--- config.mk ---
export PLATFORM = sky130hd
export DESIGN_NAME = pmwc_top
export DESIGN_NICKNAME = d
export VERILOG_FILES = /design/src/pmwc_pkg.sv /design/src/pmwc_wake_match.sv /design/src/pmwc_top.sv
export SDC_FILE = /design/constraint.sdc
export NUM_CORES = 1
export LEC_CHECK = 0
export ABC_CLOCK_PERIOD_IN_PS = 13150
export BUFFER_PORTS_ARGS = -buffer_cell sky130_fd_sc_hd__buf_2
export CAP_MARGIN = 20
export CORE_ASPECT_RATIO = 0.8
export CORE_MARGIN = 3
export CORE_UTILIZATION = 60
export CTS_BUF_LIST = sky130_fd_sc_hd__clkbuf_8
export DETAILED_ROUTE_END_ITERATION = 12
export PLACE_DENSITY = 0.88
export SETUP_SLACK_MARGIN = 0.3
export SLEW_MARGIN = 20
export SYNTH_ARGS = -nofsm -noshare
export SYNTH_HDL_FRONTEND = slang
export SYNTH_SLANG_ARGS = --single-unit
--- constraint.sdc ---
create_clock -name mclk -period 13.15 [get_ports mclk]
set_clock_uncertainty 0.1 [all_clocks]
set_input_delay 0 -clock mclk [delete_from_list [all_inputs] [get_ports mclk]]
set_output_delay 0 -clock mclk [all_outputs]
set_load 0.005 [all_outputs]
--- src/pmwc_pkg.sv ---
// Package: constants for power mode and wake control
package pmwc_pkg;

  // ********************************
  // Power mode field encodings
  // ********************************
  localparam int          PMWC_MODE_MSB   = 4;
  localparam int          PMWC_MODE_LSB   = 3;
  localparam logic [1:0]  PMWC_MODE_NORM  = 2'h0;
  localparam logic [1:0]  PMWC_MODE_ENERGY_DETECT_POWER_DOWN  = 2'h1;
  localparam logic [1:0]  PMWC_MODE_SOFT  = 2'h2;

  // ********************************
  // Timing
  // ********************************
  localparam int          PMWC_CLK_HZ     = 20000000;
  localparam int          PMWC_CLK_PS     = 50000;
  localparam int          PMWC_WAKE_NS    = 100;
  // Energy must persist longer than 100 ns: strictly more cycles
  localparam int          PMWC_WAKE_CYC   = (PMWC_WAKE_NS * 1000) / PMWC_CLK_PS + 1;
  localparam int          PMWC_PULSE_CYC  = 1;
  localparam int          PMWC_STRAP_W    = 8;

  // ********************************
  // Wake packet pattern
  // ********************************
  localparam logic [7:0]  PMWC_SYNC_BYTE  = 8'hFF;
  localparam int          PMWC_SYNC_CNT   = 6;
  localparam int          PMWC_MAC_REPS   = 16;
  localparam int          PMWC_MAC_BYTES  = 6;

  // Global operating states of the sequencer
  typedef enum logic [1:0] {
    PMWC_ST_NORM = 2'h0,
    PMWC_ST_EDHI = 2'h1,
    PMWC_ST_EDLO = 2'h3,
    PMWC_ST_SOFT = 2'h2
  } pmwc_state_t;

endpackage

--- src/pmwc_wake_match.sv ---
// Wake packet byte-stream matcher
`timescale 1ns/1ps
module pmwc_wake_match
  import pmwc_pkg::*;
(
  // Clock and reset
  input  wire logic        mclk,
  input  wire logic        arst_n,
  input  wire logic        clk_en,
  // Control
  input  wire logic        enable,
  input  wire logic [47:0] node_mac,
  // Receive byte stream
  input  wire logic        rx_valid,
  input  wire logic [7:0]  rx_byte,
  input  wire logic        rx_eof,
  // Result
  output logic             found
);

  logic [2:0] sync_r, sync_nxt;
  logic [6:0] mpos_r, mpos_nxt;
  logic       found_r, found_nxt;
  logic [7:0] exp_byte;
  logic [2:0] bidx;

  // Expected address byte, first byte on wire is bits [47:40]
  always_comb begin
    bidx     = 3'(mpos_r % PMWC_MAC_BYTES);
    exp_byte = node_mac[8'(47 - 8 * bidx) -: 8];
  end

  // Search state next values
  always_comb begin
    sync_nxt  = sync_r;
    mpos_nxt  = mpos_r;
    found_nxt = 1'b0;
    if (!enable || rx_eof) begin
      sync_nxt = 3'h0;
      mpos_nxt = 7'h00;
    end else if (rx_valid) begin
      if (sync_r < 3'(PMWC_SYNC_CNT)) begin
        sync_nxt = (rx_byte == PMWC_SYNC_BYTE) ? sync_r + 3'h1 : 3'h0;
      end else if (rx_byte == exp_byte) begin
        if (mpos_r == 7'(PMWC_MAC_REPS * PMWC_MAC_BYTES - 1)) begin
          found_nxt = 1'b1;
          sync_nxt  = 3'h0;
          mpos_nxt  = 7'h00;
        end else begin
          mpos_nxt = mpos_r + 7'h01;
        end
      end else if (mpos_r == 7'h00 && rx_byte == PMWC_SYNC_BYTE) begin
        sync_nxt = sync_r;                           // Longer FF run keeps sync
      end else begin
        // Restart; a FF byte may begin a new sync run
        sync_nxt = (rx_byte == PMWC_SYNC_BYTE) ? 3'h1 : 3'h0;
        mpos_nxt = 7'h00;
      end
    end
  end

  // Search state registers
  always_ff @(posedge mclk or negedge arst_n) begin
    if (!arst_n) begin
      sync_r  <= 3'h0;
      mpos_r  <= 7'h00;
      found_r <= 1'b0;
    end else if (clk_en) begin
      sync_r  <= sync_nxt;
      mpos_r  <= mpos_nxt;
      found_r <= found_nxt;
    end
  end

  assign found = found_r;

endmodule

--- src/pmwc_top.sv ---
// Power mode sequencer and wake event reporting
// ********************************
// ********************************
`timescale 1ns/1ps
module pmwc_top
  import pmwc_pkg::*;
#(
  parameter int NPORT     = 5,
  parameter int TOUT_W    = 24,
  parameter int PULSE_PER = 32768
)(
  // Clock, reset, enable
  input  wire logic                    mclk,
  input  wire logic                    arst_n,
  input  wire logic                    clk_en,
  // Power control field and settings
  input  wire logic [4:0]              pwr_ctrl,
  input  wire logic                    pwr_ctrl_we,
  input  wire logic [NPORT-1:0]        port_pd,
  input  wire logic [TOUT_W-1:0]       idle_timeout,
  input  wire logic [PMWC_STRAP_W-1:0] strap_in,
  // Wake event enables and routing
  input  wire logic                    wake_energy_en,
  input  wire logic                    wake_link_en,
  input  wire logic                    wake_pkt_en,
  input  wire logic                    wake_to_irq,
  input  wire logic                    wake_clear,
  input  wire logic [47:0]             node_mac,
  // Cable side indications
  input  wire logic [NPORT-1:0]        cable_energy,
  input  wire logic [NPORT-1:0]        link_up,
  // Receive byte stream of frames for the node or broadcast
  input  wire logic                    rx_valid,
  input  wire logic [7:0]              rx_byte,
  input  wire logic                    rx_eof,
  input  wire logic                    rx_for_node,
  // Block enables
  output logic                         pll_en,
  output logic [NPORT-1:0]             phy_en,
  output logic [NPORT-1:0]             phy_ed_only,
  output logic [NPORT-1:0]             mac_en,
  output logic                         host_if_en,
  output logic                         smi_en,
  output logic                         link_pulse,
  output logic                         regs_reset,
  output logic [PMWC_STRAP_W-1:0]      strap_cfg,
  output logic [1:0]                   mode_sel,
  // Wake status and host signalling
  output logic [2:0]                   wake_status,
  output logic                         power_event_out_n,
  output logic                         interrupt_out_n
);

  localparam int PW = $clog2(PULSE_PER);

  // ********************************
  // Decode helpers
  // ********************************
  // Mode code is one of the three defined global modes
  function automatic logic mode_valid(input logic [1:0] m);
    return m inside {PMWC_MODE_NORM, PMWC_MODE_ENERGY_DETECT_POWER_DOWN, PMWC_MODE_SOFT};
  endfunction

  // Low-power state: only receive energy detection and the periodic link pulse run
  function automatic logic in_low_power(input pmwc_state_t s);
    return s == PMWC_ST_EDLO;
  endfunction

  // ********************************
  // Mode sequencer
  // ********************************
  pmwc_state_t             st_r, st_nxt;
  logic [1:0]              mode_r, mode_nxt;
  logic [TOUT_W-1:0]       idle_r, idle_nxt;
  logic [3:0]              wake_r, wake_nxt;
  logic [PW-1:0]           pcnt_r, pcnt_nxt;
  logic                    any_energy;
  logic [1:0]              wr_mode;

  assign any_energy = |cable_energy;
  assign wr_mode    = pwr_ctrl[PMWC_MODE_MSB:PMWC_MODE_LSB];

  // Next mode and state
  always_comb begin
    st_nxt   = st_r;
    mode_nxt = mode_r;
    idle_nxt = idle_r;
    wake_nxt = wake_r;
    pcnt_nxt = pcnt_r;
    // Code 11 ignored; in low-power a write only updates the stored field
    if (pwr_ctrl_we && mode_valid(wr_mode)) begin
      mode_nxt = wr_mode;                                // Stored mode field
    end
    unique case (st_r)
      PMWC_ST_NORM: begin
        if (pwr_ctrl_we && wr_mode == PMWC_MODE_ENERGY_DETECT_POWER_DOWN) begin
          st_nxt   = PMWC_ST_EDHI;
          idle_nxt = '0;
        end else if (pwr_ctrl_we && wr_mode == PMWC_MODE_SOFT) begin
          st_nxt = PMWC_ST_SOFT;
        end
      end
      PMWC_ST_EDHI: begin
        if (pwr_ctrl_we && wr_mode == PMWC_MODE_NORM) begin
          st_nxt = PMWC_ST_NORM;
        end else if (pwr_ctrl_we && wr_mode == PMWC_MODE_SOFT) begin
          st_nxt = PMWC_ST_SOFT;
        end else if (any_energy) begin
          idle_nxt = '0;
        end else if (idle_r >= idle_timeout) begin
          st_nxt   = PMWC_ST_EDLO;
          wake_nxt = 4'h0;
          pcnt_nxt = '0;
        end else begin
          idle_nxt = idle_r + 1'b1;
        end
      end
      PMWC_ST_EDLO: begin
        // Host interface is down; only energy can bring us back
        pcnt_nxt = (pcnt_r == PW'(PULSE_PER - 1)) ? '0 : pcnt_r + 1'b1;
        // Energy must persist several samples; a gap restarts the count
        if (any_energy) begin
          if (wake_r >= 4'(PMWC_WAKE_CYC - 1)) begin
            st_nxt   = PMWC_ST_EDHI;
            idle_nxt = '0;
          end else begin
            wake_nxt = wake_r + 4'h1;
          end
        end else begin
          wake_nxt = 4'h0;
        end
      end
      PMWC_ST_SOFT: begin
        // Any defined code other than soft-down leaves through normal
        if (pwr_ctrl_we && wr_mode != PMWC_MODE_SOFT && mode_valid(wr_mode)) begin
          st_nxt   = PMWC_ST_NORM;
          mode_nxt = PMWC_MODE_NORM;                     // Registers back to default
        end
      end
    endcase
  end

  // Mode registers
  always_ff @(posedge mclk or negedge arst_n) begin
    if (!arst_n) begin
      st_r   <= PMWC_ST_NORM;
      mode_r <= PMWC_MODE_NORM;
      idle_r <= '0;
      wake_r <= 4'h0;
      pcnt_r <= '0;
    end else if (clk_en) begin
      st_r   <= st_nxt;
      mode_r <= mode_nxt;
      idle_r <= idle_nxt;
      wake_r <= wake_nxt;
      pcnt_r <= pcnt_nxt;
    end
  end

  // ********************************
  // Block enables and strap capture
  // ********************************
  logic [NPORT-1:0]        phy_en_nxt, ed_nxt;
  logic                    pll_nxt, host_nxt, lp_nxt, rst_nxt, strap_take;
  logic                    smi_nxt;
  logic [PMWC_STRAP_W-1:0] strap_nxt;
  logic                    strap_pend_r, strap_pend_nxt;

  // Enables decoded from the next state
  always_comb begin
    pll_nxt    = 1'b0;
    host_nxt   = 1'b0;
    phy_en_nxt = '0;
    ed_nxt     = '0;
    unique case (st_nxt)
      PMWC_ST_NORM, PMWC_ST_EDHI: begin
        pll_nxt    = 1'b1;
        host_nxt   = 1'b1;
        phy_en_nxt = ~port_pd;
      end
      PMWC_ST_EDLO: begin
        ed_nxt = ~port_pd;
      end
      PMWC_ST_SOFT: begin
        // Soft-down: everything off but serial management
        phy_en_nxt = '0;
      end
    endcase
    // Serial management stays up except in the low-power state
    smi_nxt        = !in_low_power(st_nxt);
    lp_nxt         = in_low_power(st_r) && in_low_power(st_nxt) &&
                     (pcnt_r < PW'(PMWC_PULSE_CYC));
    rst_nxt        = (st_r == PMWC_ST_SOFT) && (st_nxt != PMWC_ST_SOFT);
    strap_pend_nxt = rst_nxt;
    // Straps caught a cycle after reset release and after soft-down exit
    strap_take = strap_pend_r;
    strap_nxt  = strap_take ? strap_in : strap_cfg;
  end

  // Enable registers
  always_ff @(posedge mclk or negedge arst_n) begin
    if (!arst_n) begin
      pll_en       <= 1'b1;
      host_if_en   <= 1'b1;
      smi_en       <= 1'b1;
      phy_en       <= '0;
      phy_ed_only  <= '0;
      mac_en       <= '0;
      link_pulse   <= 1'b0;
      regs_reset   <= 1'b0;
      strap_pend_r <= 1'b1;
      strap_cfg    <= '0;
      mode_sel     <= PMWC_MODE_NORM;
    end else if (clk_en) begin
      pll_en       <= pll_nxt;
      host_if_en   <= host_nxt;
      smi_en       <= smi_nxt;
      phy_en       <= phy_en_nxt;
      phy_ed_only  <= ed_nxt;
      mac_en       <= phy_en_nxt;
      link_pulse   <= lp_nxt;
      regs_reset   <= rst_nxt;
      strap_pend_r <= strap_pend_nxt;
      strap_cfg    <= strap_nxt;
      mode_sel     <= mode_nxt;
    end
  end

  // ********************************
  // Wake events and reporting
  // ********************************
  logic             pkt_found;
  logic [NPORT-1:0] link_d_r;
  logic [NPORT-1:0] link_d_nxt;
  logic [2:0]       ws_nxt;
  logic [2:0]       ev;
  logic             pkt_valid;
  logic             pe_n_nxt;
  logic             irq_n_nxt;

  // Only frames for the node or broadcast reach the matcher
  assign pkt_valid = rx_valid && rx_for_node;

  // Matcher state is dropped whenever packet wake is disabled
  pmwc_wake_match u_match (
    .mclk     (mclk),
    .arst_n   (arst_n),
    .clk_en   (clk_en),
    .enable   (wake_pkt_en),
    .node_mac (node_mac),
    .rx_valid (pkt_valid),
    .rx_byte  (rx_byte),
    .rx_eof   (rx_eof),
    .found    (pkt_found)
  );

  // Sticky event flags, set wins over clear
  always_comb begin
    link_d_nxt = link_up;
    ev[0] = wake_energy_en && in_low_power(st_r) && (st_nxt == PMWC_ST_EDHI);
    ev[1] = wake_link_en && |(link_up & ~link_d_r);
    ev[2] = wake_pkt_en && pkt_found;
    // Clear drops old flags; an event in the same cycle still sets
    ws_nxt = (wake_clear ? 3'h0 : wake_status) | ev;
    // Event pins follow the next status, routed by wake_to_irq
    pe_n_nxt  = ~(|ws_nxt && !wake_to_irq);
    irq_n_nxt = ~(|ws_nxt && wake_to_irq);
  end

  // Event registers and active-low outputs
  always_ff @(posedge mclk or negedge arst_n) begin
    if (!arst_n) begin
      link_d_r          <= '0;
      wake_status       <= 3'h0;
      power_event_out_n <= 1'b1;
      interrupt_out_n   <= 1'b1;
    end else if (clk_en) begin
      link_d_r          <= link_d_nxt;
      wake_status       <= ws_nxt;
      power_event_out_n <= pe_n_nxt;
      interrupt_out_n   <= irq_n_nxt;
    end
  end

endmodule

==> key figures <==
Finish
  • Multi-input gate area: 3870 µm²
  • P&R area growth vs syn: 19.7%
  • Share of layout cells above drive strength 1: 22.7%
  • Filler cell count: 760
  • NumNets Final: 1051
  • ANT cells: 0
  • Finished Core Util: 75.0%
  • Design area: 7800 µm²
  • Storage cell area: 2280 µm²

Die
  • # IOs: 155
  • Rows: 33
  • Initial Util: 62.7%
  • Die H: 99.2 µm
  • Die area: 12200 µm²
  • Core footprint: 10400 µm²
  • Die span in x: 123 µm

Power
  • Max VDD drop: 0.0916 mV
  • Switching Fraction: 31.2%
  • NetSw: 0.224 mW
  • Combinational share of power: 24.2%
  • Clk pwr share: 26.8%
  • Internal: 0.493 mW
  • Tot Pwr: 0.717 mW
  • Flop pwr share: 49.0%
  • LEAKAGE: 3.73 nW
  • PD cells: 91.9 nW/µm²

Timing
  • Max_slew headroom: 43.0%
  • Final Critical Period: 5.54 ns
  • Unrepaired setup endpoints after global routing: no
  • Max Slew Vio Count: 0
  • Setup violations, final: 0
  • Highest clock rate: 181 MHz
  • Slew @ Worst Pin: 0.854 ns
  • Setup TNS: 0 ns
  • Tcrit/Tclk final: 42.1%
  • Final Hold Vio Count: 0

Clock network
  • CTS Buf Count: 9
  • H-Tree Depth: 3
  • Worst-skew pair later-pin latency: 0.37 ns
  • Clock sink count: 91
  • # resized after CTS: 0
  • Clk pin slew, worst setup/hold paths: 0.09 ns
  • Cts hold-fix bufs: 34
  • Clock Tree Buf Depth: 2
  • Buffer count from post-CTS setup fixing: 0
  • TritonCTS clock tree: built
  • CTS root buffer: clkbuf_8

Global routing
  • Initial antenna violation count: 0
  • Global-route wire length before repair: 29.6 mm
  • Global Route Usage Sum: 29.6%
  • Vias in the first global route: 6356
  • Congestion Overflow GR: 0
  • Largest net degree at the start of global routing: 92

Setup path
  • Flop2flop setup slack: 7.61 ns
  • FF-to-FF path depth: 16
  • Setup crit end kind: flip-flop
  • Crit path launch type: flip-flop
  • Data required, critical path: 13.28 ns
  • Critical path class: flip-flop to flip-flop
  • Data arrival, critical path: 5.67 ns
  • R2R Path Start: u_match.mpos_r[5]
  • Setup crit start: u_match.mpos_r[5]
  • Crit path max fanout: 18

Synth
  • Sequential area share after synthesis: 35.0%
  • #FFs+latches synth: 91
  • Yosys top cell area share: 33.0%
  • Cell area after synthesis: 6520 µm²
  • Area leader, netlist: dfrtp_1
  • Count leader, synth: dfrtp_1
  • Syn Inst Count: 736
  • Synth Net Count: 890
  • Async SR Flop Fraction: 100%
  • Post-synth top flop: dfrtp_1
  • Synth warn: 0
  • Post-synthesis cell type count: 77
  • Synth cell count leaders: 86 x dfrtp_1, 66 x o21ai_0, 58 x nand2_1, 53 x nor2_1, 42 x inv_1
  • Avg Cell Area, Syn: 8.86 µm²
  • EDFF count, synth: 0
  • Synth top area cells: dfrtp_1 33%, ha_1 6.5%, mux2i_1 6.0%

Worst hold path
  • Worst hold path depth: 3
  • Worst hold start: clk_en
  • HP Class: input port to flip-flop

Flow run
  • Total of max-cap violations: 0

Place
  • I/O Buffers: 151
  • Final HPWL DP: 12.7 mm
  • GP Congestion: 0.896
  • Cell Area, Placed: 7260 µm²

Detailed routing
  • Drt first pass iters: 5
  • DR WL/cell: 17.3 µm
  • DRC errors left: 0
  • DRT Wirelength: 18.0 mm
  • Mean number of vias per cell: 6.22
  • Final ANT Viol Nets: 0
  • Vias post-DR: 6482
  • DRT iter0 DRCs: 655

Status
  • Status: complete, no violations
[cell type report]
type,count,share of cell area (%)
flip-flops and latches,91,29.3
multi-input cells,565,49.6
well taps,140,2.24
clock inverters,6,0.769
clock buffers,10,1.76
inverters,43,2.07
repair buffers,187,14.3
[worst paths after layout]
path | to
max in group asynchronous | idle_r[17]
worst min-delay path | smi_en
min in group asynchronous | mac_en[2]
worst max register to register | u_match.sync_r[2]
worst min register to register | strap_pend_r
worst max-delay path | u_match.sync_r[2]
[power by group through the flow]
stage          logic [mW]  clock network, mW  registers (mW)
4_1_cts             0.172              0.193           0.350
6_report            0.174              0.192           0.351
3_5_place_dp        0.160                  0           0.355
2_1_floorplan      0.0924                  0           0.349
5_1_grt             0.193              0.205           0.356
3_3_place_gp        0.153                  0           0.351
[state kept, by name, summed over array words and instances (netlist names)]
name               count
host_if_en             1
idle_r                24
interrupt_out_n        1
link_d_r               5
link_pulse             1
mac_en                 5
mode_sel               2
pcnt_r                15
phy_ed_only            5
power_event_out_n      1
regs_reset             1
smi_en                 1
st_r                   2
strap_cfg              8
strap_pend_r           1
u_match.found          1
u_match.mpos_r         7
u_match.sync_r         3
wake_r                 4
wake_status            3
[kinds of logic after synthesis]
logic type	after synthesis	share of synthesized area, %
AOI/OAI and AO/OA	231	24.8
xor gates and xnor gates	3	0.518
adders and majority gates	34	6.52
buffers and inverters	80	5.62
DFF	91	35.0
muxes	50	8.06
and+or+nand+nor	247	19.5
[routing by layer]
layer  GRT usage, %  share of wire [%]  up-vias
li1               -                  -     3056
met4           6.88               0.96        0
met3           5.17                7.5       30
met5              0                  0        -
met2           51.9                 50      303
met1           38.4                 41     3093
[layout by cell type (no fill, tap or decap), types with 5 or more instances in the layout]
| master | count |
|---|---|
| buf_2 | 150 |
| dfrtp_1 | 86 |
| o21ai_0 | 66 |
| nand2_1 | 58 |
| nor2_1 | 53 |
| inv_1 | 44 |
| mux2i_1 | 39 |
| a21oi_1 | 38 |
| ha_1 | 34 |
| dlygate4sd3_1 | 34 |
| nand3_1 | 25 |
| a21o_1 | 19 |
| a31oi_1 | 17 |
| nand2b_1 | 16 |
| nor3_1 | 16 |
| and3_1 | 16 |
| nand4_1 | 15 |
| o2bb2ai_1 | 12 |
| mux2_2 | 10 |
| o31ai_1 | 10 |
| clkbuf_8 | 10 |
| nor4_1 | 9 |
| o22ai_1 | 7 |
| and2_1 | 7 |
| nor2b_1 | 6 |
| o211ai_1 | 5 |
| o21ai_1 | 5 |
| a22o_1 | 5 |
| dfstp_2 | 5 |
[per-stage QoR]
step           hold slack [ns]  std cells  setup slack (ns)
2_1_floorplan           -0.396        736              8.63
3_3_place_gp            0.0830        992              8.03
3_5_place_dp            0.0902        992              7.73
4_1_cts                 0.0190       1042              7.71
5_1_grt                 0.0388       1042              7.31
6_report                0.0381       1042              7.61
[critical path: stages, from the launching register on]
cell and delay [ns]:
dfrtp_1 0.72, ha_1 0.37, nand3b_1 0.17, a22o_2 0.30, a21oi_4 0.21, mux2i_4 0.39
nor2_1 0.14, or2_2 0.32, ha_1 0.31, nor2b_1 0.44, o21ai_0 0.23, a221oi_2 0.24
mux2i_1 0.13, nor4_2 0.30, nand4_1 0.49, mux2i_1 0.37, o311ai_1 0.14
Power figures use the tool's default switching activity.
